==> src/design/reg_front_end_consts.vh <==
// Purpose: named offsets, fields and resets of the register front end
// Assumes: 8-bit offsets and 8-bit data, 7-bit bus identifiers
// Notes:   included by its bare name from the front end module
`ifndef REG_FRONT_END_CONSTS_VH
`define REG_FRONT_END_CONSTS_VH

// ****************************************************************
// main space offsets
// ****************************************************************
`define OFS_IND_CTL    8'hB0
`define OFS_IND_ADDR   8'hB1
`define OFS_IND_DATA   8'hB2
`define OFS_IDENT_LO   8'hF0
`define OFS_IDENT_HI   8'hF5
`define OFS_PORT_ID_LO 8'hF8
`define OFS_PORT_ID_HI 8'hFB
`define OFS_PAGE_SEL   8'h4C
`define OFS_IDENT_1    8'hF1
`define OFS_IDENT_2    8'hF2
`define OFS_IDENT_3    8'hF3
`define OFS_IDENT_4    8'hF4
`define OFS_PORT_ID_1  8'hF9
`define OFS_PORT_ID_2  8'hFA

// ****************************************************************
// per-port offsets (main space through page, or direct window)
// ****************************************************************
`define OFS_STS_ONE    8'h4D
`define OFS_IRQ_EN     8'hD8
`define OFS_IRQ_STS    8'hDB

// ****************************************************************
// field positions and reset values
// ****************************************************************
`define CTL_AUTO_INC   1
`define CTL_BLK_HI     5
`define CTL_BLK_LO     2
`define STS_LOCK       0
`define STS_VALID      1
`define STS_LOCK_CHG   4
`define ISR_LOCK       0
`define ISR_VALID      1
`define IER_LOCK       0
`define ID_HI          7
`define ID_LO          1
`define PAGE_HI        1
`define PAGE_LO        0
`define ID_SEL_HI      1
`define ID_SEL_LO      0
`define RST_BYTE       8'h00
`define RST_ID         7'h00
`define RST_PAGE       2'h0
`define ONE_BYTE       8'h01
`define IDENT_BYTES    6

`endif

==> src/design/register_access_front_end.v <==
// Purpose: register front end behind the serial control target logic
// Assumes: the bus target delivers whole byte transactions as strobes
// Notes:   two-stage pipe: take request, then act and answer
`timescale 1ns/10ps
`include "reg_front_end_consts.vh"

module register_access_front_end #(
	parameter [6:0] MAIN_ID  = 7'h30,
	parameter [7:0] IDENT_0  = 8'h61, // arbitrary value
	parameter [7:0] IDENT_1  = 8'h62, // arbitrary value
	parameter [7:0] IDENT_2  = 8'h63, // arbitrary value
	parameter [7:0] IDENT_3  = 8'h64, // arbitrary value
	parameter [7:0] IDENT_4  = 8'h65, // arbitrary value
	parameter [7:0] IDENT_5  = 8'h66  // arbitrary value
) (
	input  wire       REF_CLK,
	input  wire       RST_N,
	input  wire [6:0] ACC_ID,
	input  wire [7:0] ACC_OFFSET,
	input  wire [7:0] ACC_WDATA,
	input  wire       ACC_WR,
	input  wire       ACC_RD,
	output wire       ACC_HIT,
	output reg  [7:0] ACC_RDATA,
	output reg        ACC_RVALID,
	input  wire [3:0] PORT_LOCK,
	input  wire [3:0] PORT_VALID,
	output wire       PORT_WR,
	output wire       PORT_RD,
	output reg  [1:0] PORT_NUM,
	output reg  [7:0] PORT_OFFSET,
	output reg  [7:0] PORT_WDATA,
	input  wire [7:0] PORT_RDATA,
	output wire       IND_WR,
	output wire       IND_RD,
	output wire [3:0] IND_BLOCK,
	output reg  [7:0] IND_ADDR,
	input  wire [7:0] IND_RDATA
);

	// ************************************************************
	// state
	// ************************************************************
	reg  [7:0]  indirect_block_control;
	reg  [1:0]  page_sel;
	reg  [6:0]  port_id [0:3];
	reg  [3:0]  lock_change_irq_enable;
	reg  [3:0]  lock_change_irq_flag;
	reg  [3:0]  port_valid_change_flag;
	reg  [3:0]  lock_changed_status;
	reg  [3:0]  lock_prev;
	reg  [3:0]  valid_prev;
	reg         s_wr;
	reg         s_rd;
	reg         s_main;
	wire        id_main;
	wire [3:0]  id_port;
	wire        direct_hit;
	wire [1:0]  direct_num;
	wire        s_local;
	wire        s_ind_data;
	wire [3:0]  sts_read;
	wire [3:0]  lock_evt;
	wire [3:0]  valid_evt;
	reg  [7:0]  next_rdata;
	wire [1:0]  id_sel;

	// one-hot to index, lowest port first when identifiers collide
	function [1:0] first_port;
		input [3:0] hits;
		begin
			if (hits[0]) begin
				first_port = 2'h0;
			end else if (hits[1]) begin
				first_port = 2'h1;
			end else if (hits[2]) begin
				first_port = 2'h2;
			end else begin
				first_port = 2'h3;
			end
		end
	endfunction

	// is this offset one of the per-port registers kept here
	function is_port_local;
		input [7:0] ofs;
		begin
			is_port_local = (ofs == `OFS_STS_ONE) ||
				(ofs == `OFS_IRQ_EN) || (ofs == `OFS_IRQ_STS);
		end
	endfunction

	// ************************************************************
	// identifier decode
	// ************************************************************
	assign id_main = (ACC_ID == MAIN_ID);
	genvar g;
	generate
		for (g = 0; g < 4; g = g + 1) begin : g_dec
			// zero identifier keeps the window shut
			assign id_port[g] = (port_id[g] != `RST_ID) &&
				(port_id[g] == ACC_ID) && !id_main;
		end
	endgenerate
	assign direct_hit = |id_port;
	assign direct_num = first_port(id_port);
	assign ACC_HIT    = id_main || direct_hit;

	// ************************************************************
	// request stage: capture target, offset and data
	// ************************************************************
	always @(posedge REF_CLK or negedge RST_N) begin
		if (!RST_N) begin
			s_wr        <= 1'b0;
			s_rd        <= 1'b0;
			s_main      <= 1'b0;
			PORT_NUM    <= `RST_PAGE;
			PORT_OFFSET <= `RST_BYTE;
			PORT_WDATA  <= `RST_BYTE;
		end else begin
			s_wr        <= ACC_WR && ACC_HIT;
			s_rd        <= ACC_RD && ACC_HIT && !ACC_WR;
			s_main      <= id_main;
			// main space reaches the port chosen by the page register
			PORT_NUM    <= id_main ? page_sel : direct_num;
			PORT_OFFSET <= ACC_OFFSET;
			PORT_WDATA  <= ACC_WDATA;
		end
	end

	assign s_local    = is_port_local(PORT_OFFSET);
	assign id_sel     = PORT_OFFSET[`ID_SEL_HI:`ID_SEL_LO];
	assign s_ind_data = s_main && (PORT_OFFSET == `OFS_IND_DATA);
	// direct windows forward all non-local offsets of that port only
	assign PORT_WR    = s_wr && !s_main && !s_local;
	assign PORT_RD    = s_rd && !s_main && !s_local;
	assign IND_WR     = s_wr && s_ind_data;
	assign IND_RD     = s_rd && s_ind_data;
	assign IND_BLOCK  =
		indirect_block_control[`CTL_BLK_HI:`CTL_BLK_LO];

	// ************************************************************
	// main space registers and indirect offset
	// ************************************************************
	always @(posedge REF_CLK or negedge RST_N) begin
		if (!RST_N) begin
			indirect_block_control <= `RST_BYTE;
			IND_ADDR               <= `RST_BYTE;
			page_sel               <= `RST_PAGE;
			port_id[0]             <= `RST_ID;
			port_id[1]             <= `RST_ID;
			port_id[2]             <= `RST_ID;
			port_id[3]             <= `RST_ID;
		end else begin
			if (s_wr && s_main) begin
				case (PORT_OFFSET)
				`OFS_IND_CTL: begin
					indirect_block_control <= PORT_WDATA;
				end
				`OFS_IND_ADDR: begin
					IND_ADDR <= PORT_WDATA;
				end
				`OFS_PAGE_SEL: begin
					page_sel <= PORT_WDATA[`PAGE_HI:`PAGE_LO];
				end
				default: begin
				end
				endcase
				if (PORT_OFFSET >= `OFS_PORT_ID_LO &&
					PORT_OFFSET <= `OFS_PORT_ID_HI) begin
					port_id[id_sel] <=
						PORT_WDATA[`ID_HI:`ID_LO];
				end
			end
			// wraps at the top of the offset space; no step when off
			if ((s_wr || s_rd) && s_ind_data &&
				indirect_block_control[`CTL_AUTO_INC]) begin
				IND_ADDR <= IND_ADDR + `ONE_BYTE;
			end
		end
	end

	// ************************************************************
	// per-port lock and valid events
	// ************************************************************
	// first cycle after reset compares against low, so a high input
	// sitting on its pin at release reports one change
	assign lock_evt  = PORT_LOCK ^ lock_prev;
	assign valid_evt = PORT_VALID ^ valid_prev;

	generate
		for (g = 0; g < 4; g = g + 1) begin : g_port
			assign sts_read[g] = s_rd && s_local &&
				(PORT_OFFSET == `OFS_STS_ONE) && (PORT_NUM == g);

			// set wins over the read clear so no change is lost
			always @(posedge REF_CLK or negedge RST_N) begin
				if (!RST_N) begin
					lock_prev[g]              <= 1'b0;
					valid_prev[g]             <= 1'b0;
					lock_change_irq_enable[g] <= 1'b0;
					lock_change_irq_flag[g]   <= 1'b0;
					port_valid_change_flag[g] <= 1'b0;
					lock_changed_status[g]    <= 1'b0;
				end else begin
					lock_prev[g]  <= PORT_LOCK[g];
					valid_prev[g] <= PORT_VALID[g];
					if (s_wr && s_local && PORT_NUM == g &&
						PORT_OFFSET == `OFS_IRQ_EN) begin
						lock_change_irq_enable[g] <=
							PORT_WDATA[`IER_LOCK];
					end
					if (valid_evt[g]) begin
						port_valid_change_flag[g] <= 1'b1;
					end else if (sts_read[g]) begin
						port_valid_change_flag[g] <= 1'b0;
					end
					if (lock_evt[g] && lock_change_irq_enable[g]) begin
						lock_change_irq_flag[g] <= 1'b1;
					end else if (sts_read[g]) begin
						lock_change_irq_flag[g] <= 1'b0;
					end
					if (lock_evt[g]) begin
						lock_changed_status[g] <= 1'b1;
					end else if (sts_read[g]) begin
						lock_changed_status[g] <= 1'b0;
					end
				end
			end
		end
	endgenerate

	// ************************************************************
	// read mux: local port registers, main space, forwarded data
	// ************************************************************
	always @* begin
		next_rdata = `RST_BYTE;
		if (s_local) begin
			case (PORT_OFFSET)
			`OFS_STS_ONE: begin
				next_rdata[`STS_LOCK]     = PORT_LOCK[PORT_NUM];
				next_rdata[`STS_VALID]    = PORT_VALID[PORT_NUM];
				next_rdata[`STS_LOCK_CHG] =
					lock_changed_status[PORT_NUM];
			end
			`OFS_IRQ_EN: begin
				next_rdata[`IER_LOCK] = lock_change_irq_enable[PORT_NUM];
			end
			`OFS_IRQ_STS: begin
				next_rdata[`ISR_LOCK]  = lock_change_irq_flag[PORT_NUM];
				next_rdata[`ISR_VALID] = port_valid_change_flag[PORT_NUM];
			end
			default: begin
				next_rdata = `RST_BYTE;
			end
			endcase
		end else if (!s_main) begin
			next_rdata = PORT_RDATA;
		end else begin
			case (PORT_OFFSET)
			`OFS_IND_CTL: begin
				// only auto-increment and block bits are kept live
				next_rdata[`CTL_AUTO_INC] =
					indirect_block_control[`CTL_AUTO_INC];
				next_rdata[`CTL_BLK_HI:`CTL_BLK_LO] = IND_BLOCK;
			end
			`OFS_IND_ADDR: next_rdata = IND_ADDR;
			`OFS_IND_DATA: next_rdata = IND_RDATA;
			`OFS_PAGE_SEL: begin
				next_rdata[`PAGE_HI:`PAGE_LO] = page_sel;
			end
			// fixed at build time; writes to them fall through unused
			`OFS_IDENT_LO: next_rdata = IDENT_0;
			`OFS_IDENT_1: next_rdata = IDENT_1;
			`OFS_IDENT_2: next_rdata = IDENT_2;
			`OFS_IDENT_3: next_rdata = IDENT_3;
			`OFS_IDENT_4: next_rdata = IDENT_4;
			`OFS_IDENT_HI: next_rdata = IDENT_5;
			// bit 0 of an identifier byte is reserved and reads low
			`OFS_PORT_ID_LO: next_rdata = {port_id[0], 1'b0};
			`OFS_PORT_ID_1: next_rdata = {port_id[1], 1'b0};
			`OFS_PORT_ID_2: next_rdata = {port_id[2], 1'b0};
			`OFS_PORT_ID_HI: next_rdata = {port_id[3], 1'b0};
			default: next_rdata = `RST_BYTE;
			endcase
		end
	end

	// ************************************************************
	// answer stage
	// ************************************************************
	// read data holds until the next answer, so the host may fetch late
	always @(posedge REF_CLK or negedge RST_N) begin
		if (!RST_N) begin
			ACC_RDATA  <= `RST_BYTE;
			ACC_RVALID <= 1'b0;
		end else begin
			ACC_RVALID <= s_rd;
			if (s_rd) begin
				ACC_RDATA <= next_rdata;
			end
		end
	end

endmodule // register_access_front_end

==> config.mk <==
export PLATFORM = sky130hd
export DESIGN_NAME = register_access_front_end
export DESIGN_NICKNAME = d
export VERILOG_FILES = /design/src/design/register_access_front_end.v
export VERILOG_INCLUDE_DIRS = /design/src /design/src/design
export SDC_FILE = /design/constraint.sdc
export NUM_CORES = 1
export LEC_CHECK = 0
export BUFFER_PORTS_ARGS = -buffer_cell sky130_fd_sc_hd__buf_2
export CAP_MARGIN = 10
export CORE_MARGIN = 2
export CORE_UTILIZATION = 45
export DETAILED_ROUTE_END_ITERATION = 7
export GPL_TIMING_DRIVEN = 1
export PLACE_DENSITY = 0.67
export SLEW_MARGIN = 20
export SYNTH_ARGS = -nofsm -noshare
export SYNTH_HDL_FRONTEND = slang
export SYNTH_SLANG_ARGS = --single-unit
==> constraint.sdc <==
create_clock -name REF_CLK -period 2.8 [get_ports REF_CLK]
set_clock_uncertainty 0.2 [all_clocks]
set_input_delay 0.14 -clock REF_CLK [delete_from_list [all_inputs] [get_ports REF_CLK]]
set_output_delay 0.14 -clock REF_CLK [all_outputs]
set_load 0.03 [all_outputs]
==> out/results.tsv, run 1 <==
metric	value	unit
netlist_instances	428	
wl	13700	um
syn_nets	480	
grt_pass1_wl	22000	um
postRouteAntennaNets	0	
area_growth	22.9	%
end_kind	output pin	
cpPeakStageDelay	0.66	ns
initial_core_util	46.2	%
fin_crit	2.69	ns
synth_edf_count	0	
cp_num_buf_inv	1	
grt_util_all_layers	24.5	%
cp_data_required_time	2.46	ns
cts_max_level	3	
timing.hold.ws	0.0400	ns
hold_viol	0	
clkSinkCount	97	
gr-total-overflow	0	
syn_avg_cell_area	11.8	um^2
yosys.area.top_type_share	48.2	%
cts.root.buffer_cell	clkbuf_8	
drtIter0Drc	297	
cp_slowest_cell	dfrtp_1	
cap_violations	0	
rows	38	
cts_resized	0	
setup_viol	0	
drive_gt1_share	33.5	%
leakage	2.78	nW
post_cts_buffers	0	
grt_pass1_vias	4040	
slew_violations	0	
regArea	2430	um^2
cp.arrival	2.35	ns
clk_pin_slew	0.09	ns
dp.cells	642	
antenna_found_initial	0	
gp_congestion	0.854	
clkLatencyLatePin	0.38	ns
min_path_type	primary input to flip-flop	
setup_ws	0.114	ns
core_area	10900	um^2
startpoint_type	flip-flop	
ys.flop_type	dfrtp_1	
stdcell_count	696	
yosysSeqAreaShare	48.2	%
clock.fmax	372	MHz
cpLargestDelayFamily	compound AO/OA/AOI/OAI gates	
dieWidth	110	um
io_pins	95	
path_max_fanout	12	
die-area	12000	um^2
worstMarginPinSlew	0.661	ns
place_hpwl	10100	um
criticalPathCategory	flip-flop to output pin	
chipHeight	110	um
synthArstFlopShare	100	%
synth_top_area_cell	dfrtp_1	
peakVddDrop	229	uV
rsz0062_at_grt	false	
cts_tree	built	
detail_route.vias_per_cell	5.78	
synth-seq-cells	97	
port_buffers	94	
ys_top_cells_by_area	dfrtp_1 (48%), mux2_2 (9.2%), mux4_2 (4.5%)	
numCtsBuffers	9	
multi_input_area	2430	um^2
synth_cell_types	66	
diodes	0	
syn_area	5030	um^2
grt_max_degree	55	
drc	0	
crit_path_cell_trace	xnor2_1 > a32o_1 > a211oi_2 > buf_2	
power.density	427	nW/um^2
yosys_warnings	0	
status	complete, no violations	
fin_nets	603	
min_period_over_period	95.9	%
vias	4020	
firstDrtPassIters	4	
tns	0	ns
clockBufferDepth	2	
wl_per_cell	19.7	um
slew_headroom	54.8	%
fillCellCount	933	
place_ws	0.438	ns
-- registers in the layout, summed over array words and instances, names as in the netlist, 2 cells and up --
| signal | flops |
|---|---|
| port_id | 28 |
| ACC_RDATA | 8 |
| IND_ADDR | 8 |
| PORT_OFFSET | 8 |
| PORT_WDATA | 8 |
| indirect_block_control | 5 |
| lock_change_irq_enable | 4 |
| lock_change_irq_flag | 4 |
| lock_changed_status | 4 |
| lock_prev | 4 |
| port_valid_change_flag | 4 |
| valid_prev | 4 |
| PORT_NUM | 2 |
| page_sel | 2 |
-- worst reg2reg max path: cells and delay by family (launching register included) --
kind,cells,cell delay [ns]
DFF,1,0.55
AOI/OAI and AO/OA,1,0.29
and+or+nand+nor,4,1.29
-- synthesized netlist by cell type, types with 2 or more instances --
master and instances:
a211o_1 3, a31o_2 4, a31oi_1 4, mux2_2 41
nand3b_1 2, a22oi_1 3, xnor2_1 20, clkbuf_1 13
nand4_1 11, nand2_1 23, a21oi_1 11, buf_6 2
nor2b_1 6, nand3_1 13, mux4_2 10, o21ai_0 12
o22ai_1 2, nor3b_1 5, a21boi_0 2, inv_1 2
a221o_1 11, a2111oi_0 2, a21o_1 11, nor2_1 15
buf_2 11, and2_1 7, and3_1 11, nor4_1 5
a22o_1 8, a32o_1 2, xor2_1 14, dfrtp_1 97
and3b_1 3, a211oi_1 3, buf_4 5, mux2i_1 3
nand4b_1 2
-- final timing paths --
kind                       slack (ns)                       from                   endpoint  cells past startpoint
min in group asynchronous        0.09                      RST_N              valid_prev[2]                      2
max in group asynchronous        1.62                      RST_N                port_id[23]                      3
setup / recovery                 0.11             PORT_OFFSET[1]                    PORT_RD                      4
hold reg to reg                  0.29  port_valid_change_flag[1]  port_valid_change_flag[1]                      1
hold / removal                   0.04               IND_RDATA[3]               ACC_RDATA[3]                      4
setup reg to reg                 0.37             PORT_OFFSET[2]    lock_change_irq_flag[3]                      5
-- cell type report --
type	instances	share of cell area, %
Clock buffer	10	2.23
Clock inverter	6	0.789
Inverter	2	0.121
Multi-Input combinational cell	297	39.3
Sequential cell	97	39.3
Tap cell	140	2.83
Timing Repair Buffer	144	15.5
-- per-layer routing --
layer  track usage (%)  routed length, um
met4              7.14                199
met1              35.2               6400
met5                 0                  0
met2              37.4               6190
met3              5.39                915
-- report_power, final --
group,internal (mW),leakage (nW),switching [mW],total [mW]
logic,0.129,1.47,0.160,0.289
registers,1.43,1.22,0.0395,1.46
clock network,0.355,0.0855,0.531,0.886
total,1.91,2.78,0.731,2.64
-- placed cells by master, fill, tap and decap left out, types with 11 or more instances in the layout --
cell type      count
xor2_1            14
buf_2             93
and3_1            11
nand3_1           13
a21oi_1           11
xnor2_1           20
dlygate4sd3_1     38
nand2_1           23
dfrtp_1           97
o21ai_0           12
nand4_1           11
a21o_1            11
a221o_1           11
buf_4             12
mux2_2            41
nor2_1            15
-- cells by family after synthesis --
group	count (synthesis)	share of synthesized area, %
xor gates and xnor gates	34	5.92
adders and majority gates	1	0.249
muxes	55	14.5
AOI/OAI and AO/OA	91	14.0
and+or+nand+nor	116	13.6
buffers and inverters	34	3.48
DFF	97	48.2
-- per-stage QoR --
step           util [%]  area [um^2]  total power [mW]
2_1_floorplan         -         5030              1.61
3_3_place_gp       51.6         5610              1.74
3_5_place_dp       51.6         5610              1.74
4_1_cts            56.8         6180              2.65
5_1_grt            56.8         6180              2.74
6_report           56.8         6180              2.64
-- what timing repair did --
action / in CTS / in global routing
hold endpoints to repair: 90 / 0
setup endpoints to repair: 0 / 0
hold buffers: 38 / 0
(Power assumes the default switching activity.)
==> inputs of run 2 (changes only) <==
Settings changed: PLACE_DENSITY 0.67 to 0.79.
==> run 2 against run 1 <==
Via count grew 2.7%. Worst setup slack improved by 0.048 ns. Register-to-register slack gained 0.02 ns. Die area did not move. Largest cell class unchanged. Wire length barely moved. Core utilization shrank 0.16 points. Global-route usage shrank 0.22 points. Non-clock buffer count shrank 1. Combinational power is essentially flat. Maximum frequency up 1.8%. Sequential share of layout area rose by 0.11 points.
==> out/results.tsv, run 2 (same netlist as run 1, synthesis figures left out) <==
metric	value	unit
min_path_type	primary input to flip-flop	
grt_max_degree	98	
power.density	418	nW/um^2
detail_route.vias_per_cell	5.95	
cp_num_buf_inv	1	
end_kind	output pin	
antenna_found_initial	0	
hold_depth	4	
post_cts_buffers	0	
wl_per_cell	19.8	um
wl	13700	um
clkLatencyLatePin	0.37	ns
r2r_slack	0.39	ns
cp-startpoint	PORT_OFFSET[2]	
drive_gt1_share	33.2	%
layout_commonest_cell	dfrtp_1	
gp_congestion	0.956	
cap_violations	0	
tns	0	ns
endpoint	PORT_RD	
r2r-end	port_id[8]	
timing.critical_path.depth	4	
area_growth	22.5	%
peakVddDrop	354	uV
gr-total-overflow	0	
clock.fmax	379	MHz
cpLargestDelayFamily	compound AO/OA/AOI/OAI gates	
numCtsBuffers	9	
cp_slowest_cell	a211oi_2	
criticalPathCategory	flip-flop to output pin	
hold_viol	0	
r2r_cells	4	
port_buffers	94	
timing.hold.ws	0.0317	ns
leakage	2.76	nW
r2r-start	PORT_OFFSET[2]	
fin_nets	602	
cts_tree	built	
drc	0	
power	2.57	mW
crit_path_cell_trace	nor3b_1 > a32o_1 > a211oi_2 > buf_2	
final_util	56.6	%
cp_data_required_time	2.46	ns
place_hpwl	10000	um
slew_violations	0	
cpPeakStageDelay	0.55	ns
place_ws	0.423	ns
cp.arrival	2.30	ns
clkSinkCount	97	
cts.root.buffer_cell	clkbuf_8	
initial_core_util	46.2	%
chipHeight	110	um
io_pins	95	
rows	38	
path_max_fanout	9	
die-area	12000	um^2
dieWidth	110	um
core_area	10900	um^2
fin_crit	2.64	ns
grt_pass1_vias	4105	
cts_max_level	3	
min_period_over_period	94.2	%
slew_headroom	53.5	%
grt_pass1_wl	21900	um
diodes	0	
setup_viol	0	
largest_register_ffs	28	
firstDrtPassIters	5	
drtIter0Drc	306	
grt_util_all_layers	24.3	%
rsz0062_at_grt	false	
clockBufferDepth	2	
largest-register	port_id	
startpoint_type	flip-flop	
worstMarginPinSlew	0.680	ns
clk_pin_slew	0.09	ns
setup_ws	0.162	ns
layout_common_cells	dfrtp_1 (97), buf_2 (93), mux2_2 (41), dlygate4sd3_1 (38), nand2_1 (23)	
vias	4129	
postRouteAntennaNets	0	
status	complete, no violations	
[run 2: cell type report]
class                   count  area, um^2
fillers                   898        4720
multi-input cells         297        2430
flip-flops and latches     97        2430
repair buffers            143         948
well taps                 140         175
clock buffers              11         141
clock inverters             4        30.0
inverters                   2        7.51
[run 2: metrics by stage]
| stage | instance area, um^2 | std cells |
|---|---|---|
| global placement | 5610 | 641 |
| detailed placement | 5610 | 641 |
| finish | 6160 | 694 |
| CTS | 6160 | 694 |
| global route | 6160 | 694 |
| floorplan | 5030 | 428 |
[run 2: how the worst min path moves through the flow]
stage | start | to | slack, ns
6_report | IND_RDATA[3] | ACC_RDATA[3] | 0.03
5_1_grt | ACC_ID[1] | PORT_NUM[0] | 0.09
4_1_cts | IND_RDATA[3] | ACC_RDATA[3] | 0.02
3_5_place_dp | RST_N | PORT_WDATA[0] | 0.03
3_3_place_gp | RST_N | valid_prev[2] | 0.02
2_1_floorplan | RST_N | ACC_RDATA[0] | -0.36
[run 2: where the power goes]
part,switching [mW],internal [mW]
clock,0.475,0.342
combinational,0.164,0.129
sequential,0.0398,1.43
[run 2: repair_timing]
action / in CTS / in global routing
hold buffers: 38 / 0
resized for setup: 0 / 1
hold endpoints to repair: 144 / 0
endpoints found under the setup margin: 0 / 1
[run 2: worst register-to-register path, stage by stage, from the launching register on]
cell and delay (ns):
dfrtp_1 0.54, and4b_1 0.45, and2_4 0.28, and3_1 0.45
mux2_2 0.39
[run 2: per-layer routing]
metal  GRT usage [%]  wire length (um)
met5               0                 0
met4            7.69               311
met3            6.22              1230
met2            38.2              6360
met1            33.1              5820
==> inputs of run 3 (changes only) <==
Settings changed: RECOVER_POWER set to 100.
==> run 3 against run 2 <==
Maximum frequency down 1.6%. Non-clock buffer count unchanged. Combinational power down 4%. Total power down 0.42%. Via count up 0.46%. First-iteration DRC count up 16%. Largest power group unchanged. Final cell count unchanged. Clock power about the same. Worst setup slack worse by 0.043 ns. Sequential share of layout area up 0.65 points.
==> out/results.tsv, run 3 (same netlist as run 1, synthesis figures left out) <==
metric	value	unit
fillCellCount	937	
vias	4148	
grt_pass1_vias	4105	
cp.arrival	2.34	ns
worstMarginPinSlew	1.27	ns
cts_tree	built	
power_frac_clock	31.9	%
slew_headroom	15.2	%
drc	0	
status	complete, no violations	
min_period_over_period	95.8	%
cp_data_required_time	2.46	ns
dieWidth	110	um
diodes	0	
rsz0062_at_grt	false	
endpoint	PORT_RD	
initial_core_util	46.2	%
min_path_type	primary input to flip-flop	
core_area	10900	um^2
wl	13700	um
detail_route.vias_per_cell	5.98	
drive_gt1_share	23.5	%
p_seq_share	57.2	%
tns	0	ns
layout_common_cells	dfrtp_1 (97), clkbuf_1 (53), mux2_2 (41), buf_2 (41), dlygate4sd3_1 (38)	
peakVddDrop	355	uV
final_area	6060	um^2
fin_nets	602	
regArea	2430	um^2
drtIter0Drc	356	
port_buffers	94	
r2r-end	port_id[13]	
p_switching	0.679	mW
r2r_cells	4	
grt_pass1_wl	21900	um
leakage	2.59	nW
hp-start	IND_RDATA[3]	
antenna_found_initial	0	
post_cts_buffers	0	
grt_max_degree	98	
largest-register	port_id	
r2r-start	PORT_OFFSET[2]	
cap_violations	0	
cts_max_level	3	
grt_util_all_layers	24.3	%
rows	38	
largest_register_ffs	28	
place_hpwl	10000	um
clock.fmax	373	MHz
die-area	12000	um^2
post_dp_cell_area	5610	um^2
power.density	423	nW/um^2
r2r_slack	0.13	ns
chipHeight	110	um
wl_per_cell	19.8	um
hold_viol	0	
layout_commonest_cell	dfrtp_1	
multi_input_area	2420	um^2
clockBufferDepth	2	
fin_crit	2.68	ns
slew_violations	0	
clkLatencyLatePin	0.37	ns
firstDrtPassIters	5	
cp-startpoint	PORT_OFFSET[2]	
gp_congestion	0.956	
pwr-share-comb	10.9	%
area_growth	20.5	%
timing.hold.ws	0.0394	ns
startpoint_type	flip-flop	
p_sw_share	26.5	%
cts.root.buffer_cell	clkbuf_8	
setup_viol	0	
clkSinkCount	97	
numCtsBuffers	9	
criticalPathCategory	flip-flop to output pin	
end_kind	output pin	
postRouteAntennaNets	0	
path_max_fanout	9	
clk_pin_slew	0.09	ns
io_pins	95	
gr-total-overflow	0	
p_int	1.88	mW
-- run 3: changes by cell type in the layout (fill, tap and decap cells not counted), moves of 3 or more --
cell | previous run | this run
buf_4 | 11 | 6
and2_0 | 1 | 4
clkbuf_1 | 1 | 53
clkbuf_2 | 0 | 4
buf_2 | 93 | 41
-- run 3: timing repair --
item,in CTS,in global routing
setup endpoints to repair,0,1
resized for setup,0,1
hold buffers,38,0
endpoints found under the hold margin,144,0
-- run 3: area by class of cell --
type                    count  share of cell area, %
inverters                   2                  0.124
repair buffers            143                   14.2
well taps                 140                   2.89
multi-input cells         297                   39.9
flip-flops and latches     97                   40.0
clock inverters             4                  0.495
clock buffers              11                   2.33
-- run 3: metrics by stage --
stage / power, mW / setup slack, ns / util (%) / cells
finish: 2.56 / 0.119 / 55.7 / 694
detailed placement: 1.74 / 0.423 / 51.5 / 641
global route: 2.66 / 0.0214 / 55.7 / 694
CTS: 2.59 / 0.161 / 56.6 / 694
floorplan: 1.61 / 0.470 / - / 428
global placement: 1.74 / 0.456 / 51.5 / 641
-- run 3: worst min path at each step --
stage	endpoint	depth (start not counted)
6_report	ACC_RDATA[3]	4
5_1_grt	PORT_NUM[0]	3
4_1_cts	ACC_RDATA[3]	4
3_5_place_dp	PORT_WDATA[0]	2
3_3_place_gp	valid_prev[2]	2
2_1_floorplan	ACC_RDATA[0]	0
-- run 3: power by group through the flow --
stage / logic [mW] / registers (mW) / clock network (mW)
floorplan: 0.101 / 1.51 / 0
detailed placement: 0.251 / 1.49 / 0
global placement: 0.246 / 1.49 / 0
finish: 0.279 / 1.47 / 0.818
CTS: 0.291 / 1.46 / 0.836
global route: 0.302 / 1.47 / 0.888
-- run 3: critical path, cell delays in order, from the launching register on --
cell,delay [ns]
dfrtp_1,0.53
nor3b_1,0.25
a32o_1,0.28
a211oi_2,0.58
clkbuf_2,0.32
-- run 3: layer usage --
layer	share of wire [%]	routed length (um)	global-route usage, %	vias up
li1	-	-	-	1846
met4	2.1	289	7.69	0
met2	47	6400	38.2	225
met1	42	5810	33.1	2051
met5	0	0	0	-
met3	8.9	1230	6.22	26
